--- config.mk ---
export PLATFORM = sky130hd
export DESIGN_NAME = analog_io_routing_control
export DESIGN_NICKNAME = d
export VERILOG_FILES = /design/src/hdl/capture_pin_mux.v /design/src/hdl/channel_drive.v /design/src/hdl/analog_io_routing_control.v
export VERILOG_INCLUDE_DIRS = /design/src /design/src/hdl
export SDC_FILE = /design/constraint.sdc
export NUM_CORES = 1
export LEC_CHECK = 0
export BUFFER_PORTS_ARGS = -buffer_cell sky130_fd_sc_hd__buf_2
export CORE_MARGIN = 5
export CORE_UTILIZATION = 35
export CTS_BUF_LIST = sky130_fd_sc_hd__clkbuf_4 sky130_fd_sc_hd__clkbuf_8 sky130_fd_sc_hd__clkbuf_16
export CTS_CLUSTER_SIZE = 30
export DETAILED_ROUTE_END_ITERATION = 12
export HOLD_SLACK_MARGIN = 0.08
export PLACE_DENSITY_LB_ADDON = 0.2
export SYNTH_ARGS = -nofsm -noshare
export SYNTH_HDL_FRONTEND = slang
export SYNTH_SLANG_ARGS = --single-unit
--- constraint.sdc ---
create_clock -name aclk -period 2.15 [get_ports aclk]
set_input_delay 0.3225 -clock aclk [delete_from_list [all_inputs] [get_ports aclk]]
set_output_delay 0.3225 -clock aclk [all_outputs]
set_load 0.01 [all_outputs]
--- src/hdl/routing_defines.vh ---
// register offsets, field layouts and reset values of the routing block
`ifndef ROUTING_DEFINES_VH
`define ROUTING_DEFINES_VH

// printed offsets are register indices; byte address is four times them
`define IDX_CAP2_SEL      8'h01
`define IDX_CAP3_SEL      8'h02
`define IDX_LEVEL1        8'h03
`define IDX_LEVEL2        8'h04
`define IDX_LEVEL3        8'h05
`define IDX_PROTECT1      8'h06
`define IDX_PROTECT2      8'h07
`define IDX_PROTECT3      8'h08
`define IDX_SWITCH1       8'h09
`define IDX_SWITCH2       8'h0a
`define IDX_SWITCH3       8'h0b
`define IDX_GROUP_CFG     8'h0c
`define IDX_CONTROL       8'h10
`define IDX_STATUS        8'h11

`define SEL_W             5
`define SEL_RESET         5'h00
`define REG8_RESET        8'h00
`define GROUP_CFG_RESET   8'hff
`define CTRL_HW_ACQ_BIT   0
`define CTRL_IRQ_EN_BIT   1
`define STAT_FLAG_BIT     0

// selection codes: 1..22 name a pin, anything else is default routing
`define SEL_FIRST_PIN     5'h01
`define SEL_LAST_PIN      5'h16
`define NUM_SEL_PINS      23

// per-pin modes, 2-bit group field codes
`define CFG_PP_LOW        2'b00
`define CFG_PP_HIGH       2'b01
`define CFG_FLOAT_OPEN    2'b10
`define CFG_FLOAT_CLOSED  2'b11
`define HW_ROLE_CAP       2'b00
`define HW_ROLE_ELECTRODE 2'b01

`define AXI_OKAY          2'b00
`define AXI_SLVERR        2'b10

`endif

--- src/hdl/capture_pin_mux.v ---
// selects one pin level for an advanced timer capture input
`timescale 1ns/1ns
`default_nettype none
`include "routing_defines.vh"

module capture_pin_mux
(
    input  wire [4:0]  sel,
    input  wire [22:0] pins,
    output reg         capture
);
    // pins[0] is the default pin; pins[k] is the pin for code k
    always @*
    begin
        if (sel >= `SEL_FIRST_PIN && sel <= `SEL_LAST_PIN)
            capture = pins[sel];
        else
            capture = pins[0];
    end
endmodule
`default_nettype wire

--- src/hdl/channel_drive.v ---
// per-channel pad steering: port control, protected mode, switch
`timescale 1ns/1ns
`default_nettype none
`include "routing_defines.vh"

module channel_drive
(
    input  wire       protect,
    input  wire       switch_bit,
    input  wire       hw_acq,
    input  wire [1:0] group_cfg,
    input  wire       timer_out1,
    input  wire       timer_out2,
    output reg        port_owned,
    output reg        pad_oe,
    output reg        pad_out,
    output reg        analog_close,
    output reg        hyst_off
);
    always @*
    begin
        port_owned   = 1'b0;
        pad_oe       = 1'b0;
        pad_out      = 1'b0;
        analog_close = 1'b0;
        hyst_off     = 1'b0;
        if (!protect)
        begin
            port_owned   = 1'b1;
            analog_close = switch_bit;
        end
        else if (!switch_bit)
        begin
            pad_oe = 1'b1;
        end
        else if (!hw_acq)
        begin
            case (group_cfg)
                `CFG_PP_LOW:
                    pad_oe = 1'b1;
                `CFG_PP_HIGH:
                begin
                    pad_oe  = 1'b1;
                    pad_out = 1'b1;
                end
                `CFG_FLOAT_OPEN:
                    pad_oe = 1'b0;
                `CFG_FLOAT_CLOSED:
                begin
                    analog_close = 1'b1;
                    hyst_off     = 1'b1;
                end
                default:
                    pad_oe = 1'b0;
            endcase
        end
        else
        begin
            // reserved roles leave the pad floating, switch open
            case (group_cfg)
                `HW_ROLE_CAP:
                    analog_close = timer_out2;
                `HW_ROLE_ELECTRODE:
                begin
                    pad_oe       = timer_out1;
                    pad_out      = timer_out1;
                    analog_close = timer_out2;
                end
                default:
                    pad_oe = 1'b0;
            endcase
        end
    end
endmodule
`default_nettype wire

--- src/hdl/analog_io_routing_control.v ---
// register file and pin steering of the analog I/O routing block
`timescale 1ns/1ns
`default_nettype none
`include "routing_defines.vh"

// How it works
// trigger event has flag and enable bit
// capture2 select field picks timer capture-2 pin
// capture3 select field uses same codes
// low-density build drops both select registers
// software keeps select bits 7:5 clear
// level registers return live pin levels
// register n covers nth pin of groups
// protect clear: port control, switch bit direct
// protect set: only switch and group config
// switch bit 1 closes analog switch
// software leaves switch open for converter
// software acquisition: switch 0 low, 1 group
// hardware acquisition: switch 1 gives timer
// protect and switch registers reset to zero
// group field codes for software acquisition
// group field codes for hardware roles
// timer outputs drive electrode and switch
// unlisted select codes keep default routing
// request high while flag and enable set
// writes to level registers are ignored
module analog_io_routing_control
#(
    parameter LOW_DENSITY = 0
)
(
    input  wire        aclk,
    input  wire        aresetn,
    input  wire [7:0]  s_axi_awaddr,
    input  wire        s_axi_awvalid,
    output wire        s_axi_awready,
    input  wire [31:0] s_axi_wdata,
    input  wire [3:0]  s_axi_wstrb,
    input  wire        s_axi_wvalid,
    output wire        s_axi_wready,
    output reg  [1:0]  s_axi_bresp,
    output reg         s_axi_bvalid,
    input  wire        s_axi_bready,
    input  wire [7:0]  s_axi_araddr,
    input  wire        s_axi_arvalid,
    output wire        s_axi_arready,
    output reg  [31:0] s_axi_rdata,
    output reg  [1:0]  s_axi_rresp,
    output reg         s_axi_rvalid,
    input  wire        s_axi_rready,
    input  wire [23:0] pin_level,
    input  wire [22:0] capture2_pins,
    input  wire [22:0] capture3_pins,
    input  wire        trigger_event,
    input  wire        timer_output_1,
    input  wire        timer_output_2,
    output reg         capture2_in,
    output reg         capture3_in,
    output wire [23:0] port_owned,
    output wire [23:0] pad_oe,
    output wire [23:0] pad_out,
    output wire [23:0] analog_close,
    output wire [23:0] hyst_off,
    output wire        trigger_irq,
    output wire        wakeup_wait
);
    reg  [4:0]  capture2_source;
    reg  [4:0]  capture3_source;
    reg  [7:0]  channel_protect [0:2];
    reg  [7:0]  channel_switch  [0:2];
    reg  [7:0]  group_config_reg;
    reg         hw_acquisition_select;
    reg         trigger_irq_enable;
    reg         trigger_flag;
    reg  [7:0]  channel_level [0:2];

    reg         aw_held;
    reg  [7:0]  aw_addr;
    reg         w_held;
    reg  [31:0] w_data;
    reg  [3:0]  w_strb;
    wire        do_write;
    wire [5:0]  w_idx;
    wire [5:0]  r_idx;
    wire        sel_ok;
    wire        c2, c3;
    reg  [31:0] next_rdata;
    reg         next_rvalid_ok;

    assign sel_ok = (LOW_DENSITY == 0);

    // address and data are latched independently, response follows both
    assign s_axi_awready = !aw_held && !s_axi_bvalid;
    assign s_axi_wready  = !w_held && !s_axi_bvalid;
    assign s_axi_arready = !s_axi_rvalid;
    assign do_write = aw_held && w_held && !s_axi_bvalid;
    assign w_idx = aw_addr[7:2];
    assign r_idx = s_axi_araddr[7:2];

    always @(posedge aclk)
    begin
        if (!aresetn)
        begin
            aw_held <= 1'b0;
            aw_addr <= 8'h00;
            w_held  <= 1'b0;
            w_data  <= 32'h00000000;
            w_strb  <= 4'h0;
        end
        else
        begin
            if (s_axi_awvalid && s_axi_awready)
            begin
                aw_held <= 1'b1;
                aw_addr <= s_axi_awaddr;
            end
            else if (do_write)
                aw_held <= 1'b0;
            if (s_axi_wvalid && s_axi_wready)
            begin
                w_held <= 1'b1;
                w_data <= s_axi_wdata;
                w_strb <= s_axi_wstrb;
            end
            else if (do_write)
                w_held <= 1'b0;
        end
    end

    // registers are at most 8 bits wide; only byte lane 0 carries data
    always @(posedge aclk)
    begin
        if (!aresetn)
        begin
            capture2_source       <= `SEL_RESET;
            capture3_source       <= `SEL_RESET;
            channel_protect[0]    <= `REG8_RESET;
            channel_protect[1]    <= `REG8_RESET;
            channel_protect[2]    <= `REG8_RESET;
            channel_switch[0]     <= `REG8_RESET;
            channel_switch[1]     <= `REG8_RESET;
            channel_switch[2]     <= `REG8_RESET;
            group_config_reg      <= `GROUP_CFG_RESET;
            hw_acquisition_select <= 1'b0;
            trigger_irq_enable    <= 1'b0;
            s_axi_bvalid          <= 1'b0;
            s_axi_bresp           <= `AXI_OKAY;
        end
        else
        begin
            if (s_axi_bvalid && s_axi_bready)
                s_axi_bvalid <= 1'b0;
            if (do_write)
            begin
                s_axi_bvalid <= 1'b1;
                s_axi_bresp  <= `AXI_OKAY;
                if (w_strb[0])
                begin
                    case ({2'b00, w_idx})
                        `IDX_CAP2_SEL:
                            if (sel_ok)
                                capture2_source <= w_data[4:0];
                            else
                                s_axi_bresp <= `AXI_SLVERR;
                        `IDX_CAP3_SEL:
                            if (sel_ok)
                                capture3_source <= w_data[4:0];
                            else
                                s_axi_bresp <= `AXI_SLVERR;
                        `IDX_LEVEL1, `IDX_LEVEL2, `IDX_LEVEL3:
                            s_axi_bresp <= `AXI_OKAY;
                        `IDX_PROTECT1: channel_protect[0] <= w_data[7:0];
                        `IDX_PROTECT2: channel_protect[1] <= w_data[7:0];
                        `IDX_PROTECT3: channel_protect[2] <= w_data[7:0];
                        `IDX_SWITCH1:  channel_switch[0]  <= w_data[7:0];
                        `IDX_SWITCH2:  channel_switch[1]  <= w_data[7:0];
                        `IDX_SWITCH3:  channel_switch[2]  <= w_data[7:0];
                        `IDX_GROUP_CFG: group_config_reg  <= w_data[7:0];
                        `IDX_CONTROL:
                        begin
                            hw_acquisition_select <=
                                w_data[`CTRL_HW_ACQ_BIT];
                            trigger_irq_enable <=
                                w_data[`CTRL_IRQ_EN_BIT];
                        end
                        `IDX_STATUS:
                            s_axi_bresp <= `AXI_OKAY;
                        default:
                            s_axi_bresp <= `AXI_SLVERR;
                    endcase
                end
            end
        end
    end

    // trigger flag: set wins over a write-one-to-clear in the same cycle
    always @(posedge aclk)
    begin
        if (!aresetn)
            trigger_flag <= 1'b0;
        else if (trigger_event)
            trigger_flag <= 1'b1;
        else if (do_write && w_strb[0] && {2'b00, w_idx} == `IDX_STATUS
                 && w_data[`STAT_FLAG_BIT])
            trigger_flag <= 1'b0;
    end

    assign trigger_irq = trigger_flag && trigger_irq_enable;
    // the request wakes from wait; halt wake is left to the clock tree
    assign wakeup_wait = trigger_irq;

    // pin levels sampled every cycle, so reads see the level of the cycle before the read address is taken
    wire [23:0] level_now;
    genvar g;
    generate
        for (g = 0; g < 8; g = g + 1)
        begin : gather
            assign level_now[g]      = pin_level[3*g];
            assign level_now[8 + g]  = pin_level[3*g + 1];
            assign level_now[16 + g] = pin_level[3*g + 2];
        end
    endgenerate

    // one process owns the level words; no reset, the value is undefined
    always @(posedge aclk)
    begin
        channel_level[0] <= level_now[7:0];
        channel_level[1] <= level_now[15:8];
        channel_level[2] <= level_now[23:16];
    end

    always @*
    begin
        next_rdata     = 32'h00000000;
        next_rvalid_ok = 1'b1;
        case ({2'b00, r_idx})
            `IDX_CAP2_SEL:
                if (sel_ok)
                    next_rdata[4:0] = capture2_source;
                else
                    next_rvalid_ok = 1'b0;
            `IDX_CAP3_SEL:
                if (sel_ok)
                    next_rdata[4:0] = capture3_source;
                else
                    next_rvalid_ok = 1'b0;
            `IDX_LEVEL1:    next_rdata[7:0] = channel_level[0];
            `IDX_LEVEL2:    next_rdata[7:0] = channel_level[1];
            `IDX_LEVEL3:    next_rdata[7:0] = channel_level[2];
            `IDX_PROTECT1:  next_rdata[7:0] = channel_protect[0];
            `IDX_PROTECT2:  next_rdata[7:0] = channel_protect[1];
            `IDX_PROTECT3:  next_rdata[7:0] = channel_protect[2];
            `IDX_SWITCH1:   next_rdata[7:0] = channel_switch[0];
            `IDX_SWITCH2:   next_rdata[7:0] = channel_switch[1];
            `IDX_SWITCH3:   next_rdata[7:0] = channel_switch[2];
            `IDX_GROUP_CFG: next_rdata[7:0] = group_config_reg;
            `IDX_CONTROL:
            begin
                next_rdata[`CTRL_HW_ACQ_BIT] = hw_acquisition_select;
                next_rdata[`CTRL_IRQ_EN_BIT] = trigger_irq_enable;
            end
            `IDX_STATUS:
                next_rdata[`STAT_FLAG_BIT] = trigger_flag;
            default:
                next_rvalid_ok = 1'b0;
        endcase
    end

    always @(posedge aclk)
    begin
        if (!aresetn)
        begin
            s_axi_rvalid <= 1'b0;
            s_axi_rdata  <= 32'h00000000;
            s_axi_rresp  <= `AXI_OKAY;
        end
        else if (s_axi_arvalid && s_axi_arready)
        begin
            s_axi_rvalid <= 1'b1;
            s_axi_rdata  <= next_rdata;
            s_axi_rresp  <= next_rvalid_ok ? `AXI_OKAY : `AXI_SLVERR;
        end
        else if (s_axi_rvalid && s_axi_rready)
            s_axi_rvalid <= 1'b0;
    end

    // per-channel pad steering; channel c is pin (c%3)+1 of group c/3
    genvar c;
    generate
        for (c = 0; c < 24; c = c + 1)
        begin : chan
            channel_drive u_drive
            (
                .protect      (channel_protect[c % 3][c / 3]),
                .switch_bit   (channel_switch[c % 3][c / 3]),
                .hw_acq       (hw_acquisition_select),
                .group_cfg    (group_config_reg[2*(c%3)+1 : 2*(c%3)]),
                .timer_out1   (timer_output_1),
                .timer_out2   (timer_output_2),
                .port_owned   (port_owned[c]),
                .pad_oe       (pad_oe[c]),
                .pad_out      (pad_out[c]),
                .analog_close (analog_close[c]),
                .hyst_off     (hyst_off[c])
            );
        end
    endgenerate

    capture_pin_mux u_cap2
    (
        .sel     (capture2_source),
        .pins    (capture2_pins),
        .capture (c2)
    );

    capture_pin_mux u_cap3
    (
        .sel     (capture3_source),
        .pins    (capture3_pins),
        .capture (c3)
    );

    // registered so the timer sees a clean sample of the routed pin
    always @(posedge aclk)
    begin
        if (!aresetn)
        begin
            capture2_in <= 1'b0;
            capture3_in <= 1'b0;
        end
        else
        begin
            capture2_in <= sel_ok ? c2 : capture2_pins[0];
            capture3_in <= sel_ok ? c3 : capture3_pins[0];
        end
    end
endmodule
`default_nettype wire

==> qor.csv <==
metric,value,unit
die_height,154,µm
netlist_area,7280,µm²
overflow,0,
hold_class,primary input to flip-flop,
setup_violations,0,
yosys_register_bits,124,
crit_fanout,8,
r2r_slack,290,ps
pin_count,297,
top_regs,"channel_level: 24 flops, channel_protect: 24 flops, channel_switch: 24 flops",
clockRootBuffer,clkbuf_16,
via_count,6022,
hold_viol,0,
start_util,35.8,%
synth_flop_cell,dfxtp_1,
antenna_found_initial,0,
fin_skew,9.88,ps
path_clk_slew,50,ps
crit_path_end_kind,output pin,
ir_drop,0.000554,V
first_pass_iters,7,
gp_congestion,0.888,
worst_slack,20.2,ps
crit_type,flip-flop to output pin,
ant_nets,0,
arrival,1810,ps
critPathRequiredTime,1830,ps
avgRoutedWirePerCell,19.5,µm
period_needed,2130,ps
cts_buffers,17,
num_antenna_cells,0,
drc,0,
synth_warnings,0,
finalCritPeriodShare,99.1,%
synth_cells,773,
rows,52,
cts.sinks,124,
insertion_delay,430,ps
port_buffers,239,
grt_pass1_wl,35.4,mm
rsz0062_at_grt,false,
slew_violations,0,
dieArea,23800,µm²
start_kind,flip-flop,
die_w,154,µm
cts_buffer_depth,2,
area_growth,20.3,%
grt_pass1_vias,5882,
place_hpwl,18.8,mm
ys_types,60,
htreeDepth,4,
finalSetupTns,0,ps
tightest_slew,541,ps
drive_gt1_share,35.3,%
synth_edf_count,48,
max_cap_violations,0,
core_area,20400,µm²
power.density,692,nW/µm²
ys_seq_area_share,40.7,%
cts_tree,yes,
fmax,470,MHz
leakage,4.06,nW
grt_start_max_net_pins,36,
grt_usage,19.5,%
final_net_count,1072,
status,finished clean,
dp_slack,165,ps
async_flop_share,0,%
max_slew_margin,63.9,%
avgSynthCellArea,9.42,µm²
routed_wl,23.8,mm
vias_per_cell,4.92,
drt_iter0_drc,550,
## cell usage in the layout, fill, tap and decap left out, types with 14 or more instances in the layout
cell type | netlist | final
nor2_1 | 93 | 93
inv_1 | 29 | 29
buf_4 | 149 | 38
clkbuf_16 | 0 | 17
a21oi_1 | 37 | 37
nand2_1 | 49 | 49
mux2i_1 | 42 | 42
a22oi_1 | 14 | 14
a21boi_0 | 24 | 20
buf_2 | 15 | 239
dfxtp_1 | 76 | 75
conb_1 | 1 | 26
edfxtp_1 | 48 | 48
o21ai_0 | 18 | 18
and2_1 | 30 | 30
dlygate4sd3_1 | 0 | 24
## cells by family (layout without fill, tap and decap cells)
group | count (synthesis) | count (layout) | synth area share (%)
multiplexers | 53 | 53 | 9.18
AO/OA/AOI/OAI | 149 | 149 | 14.1
buffers and inverters | 208 | 363 | 19.1
other | 1 | 26 | 0.0515
AND/OR/NAND/NOR | 238 | 238 | 16.8
flip-flops | 124 | 124 | 40.7
## report_power, final
group	switching, W	leakage (nW)	internal (W)
Sequential	0.000101	1.12	0.00253
Combinational	0.000308	2.65	0.000275
Clock	0.00104	0.290	0.00180
Total	0.00145	4.06	0.00460
## stage by stage
stage / utilization [%] / hold slack [ps] / total power (W) / instance area, µm² / cells
2_1_floorplan: - / 350 / 0.00305 / 7370 / 798
3_3_place_gp: 38.7 / 426 / 0.00322 / 7890 / 1164
3_5_place_dp: 38.7 / 426 / 0.00322 / 7890 / 1164
4_1_cts: 42.9 / 120 / 0.00610 / 8750 / 1223
5_1_grt: 43.0 / 135 / 0.00629 / 8760 / 1223
6_report: 43.0 / 125 / 0.00606 / 8760 / 1223
## path summary, 6_finish.rpt
kind,cells after the start,from,end
setup / recovery,4,hw_acquisition_select,pad_oe[10]
hold / removal,3,trigger_event,trigger_flag
setup reg to reg,4,capture3_source[0],capture3_in
hold reg to reg,2,w_strb[0],w_strb[0]
## layer usage
metal / GRT usage (%) / up-vias / wire, µm / part of all wire (%)
met1: 26.5 / 2827 / 10300 / 43
met3: 4.30 / 35 / 1800 / 7.5
met2: 31.2 / 273 / 11300 / 47
li1: - / 2887 / - / -
met5: 0 / - / 0 / 0
met4: 5.76 / 0 / 455 / 1.9
## cell type report
cell class | instances | area [µm²]
clock inverter | 10 | 116
tap | 270 | 338
timing repair buffer | 301 | 1720
sequential | 124 | 2960
inverter | 30 | 113
multi-input combinational | 466 | 3030
fill | 2030 | 11600
clock buffer | 22 | 475
## cell usage after synthesis, drive strengths merged, types with 4 or more instances
cell type | n | area (µm²)
o211ai | 4 | 30.0
nand3b | 11 | 82.6
buf | 166 | 1220
a21boi | 24 | 180
nor2 | 93 | 349
and2 | 31 | 195
nand2 | 49 | 184
o21ai | 18 | 90.1
nand4 | 4 | 25.0
a22oi | 15 | 118
mux4 | 11 | 248
edfxtp | 48 | 1440
a31oi | 9 | 56.3
inv | 29 | 109
a32oi | 7 | 61.3
clkbuf | 12 | 65.1
and3 | 10 | 62.6
nor2b | 9 | 56.3
mux2i | 42 | 420
nand2b | 5 | 31.3
nand3 | 7 | 35.0
a21oi | 37 | 185
a222oi | 6 | 60.1
dfxtp | 76 | 1520
## what timing repair did
action                                  in CTS  in global routing
pin swaps                                    1                  0
hold buffers                                24                  0
endpoints found under the hold margin       24                  0
gates resized for setup                      1                  8
buffers inserted                             3                  0
endpoints found under the setup margin      38                 23
## worst max-delay path, stage by stage, from the launching register on
cell     delay [ps]
dfxtp_2         370
buf_4           170
a21o_1          300
a21oi_1         330
buf_2           200
(Power assumes the default switching activity.)
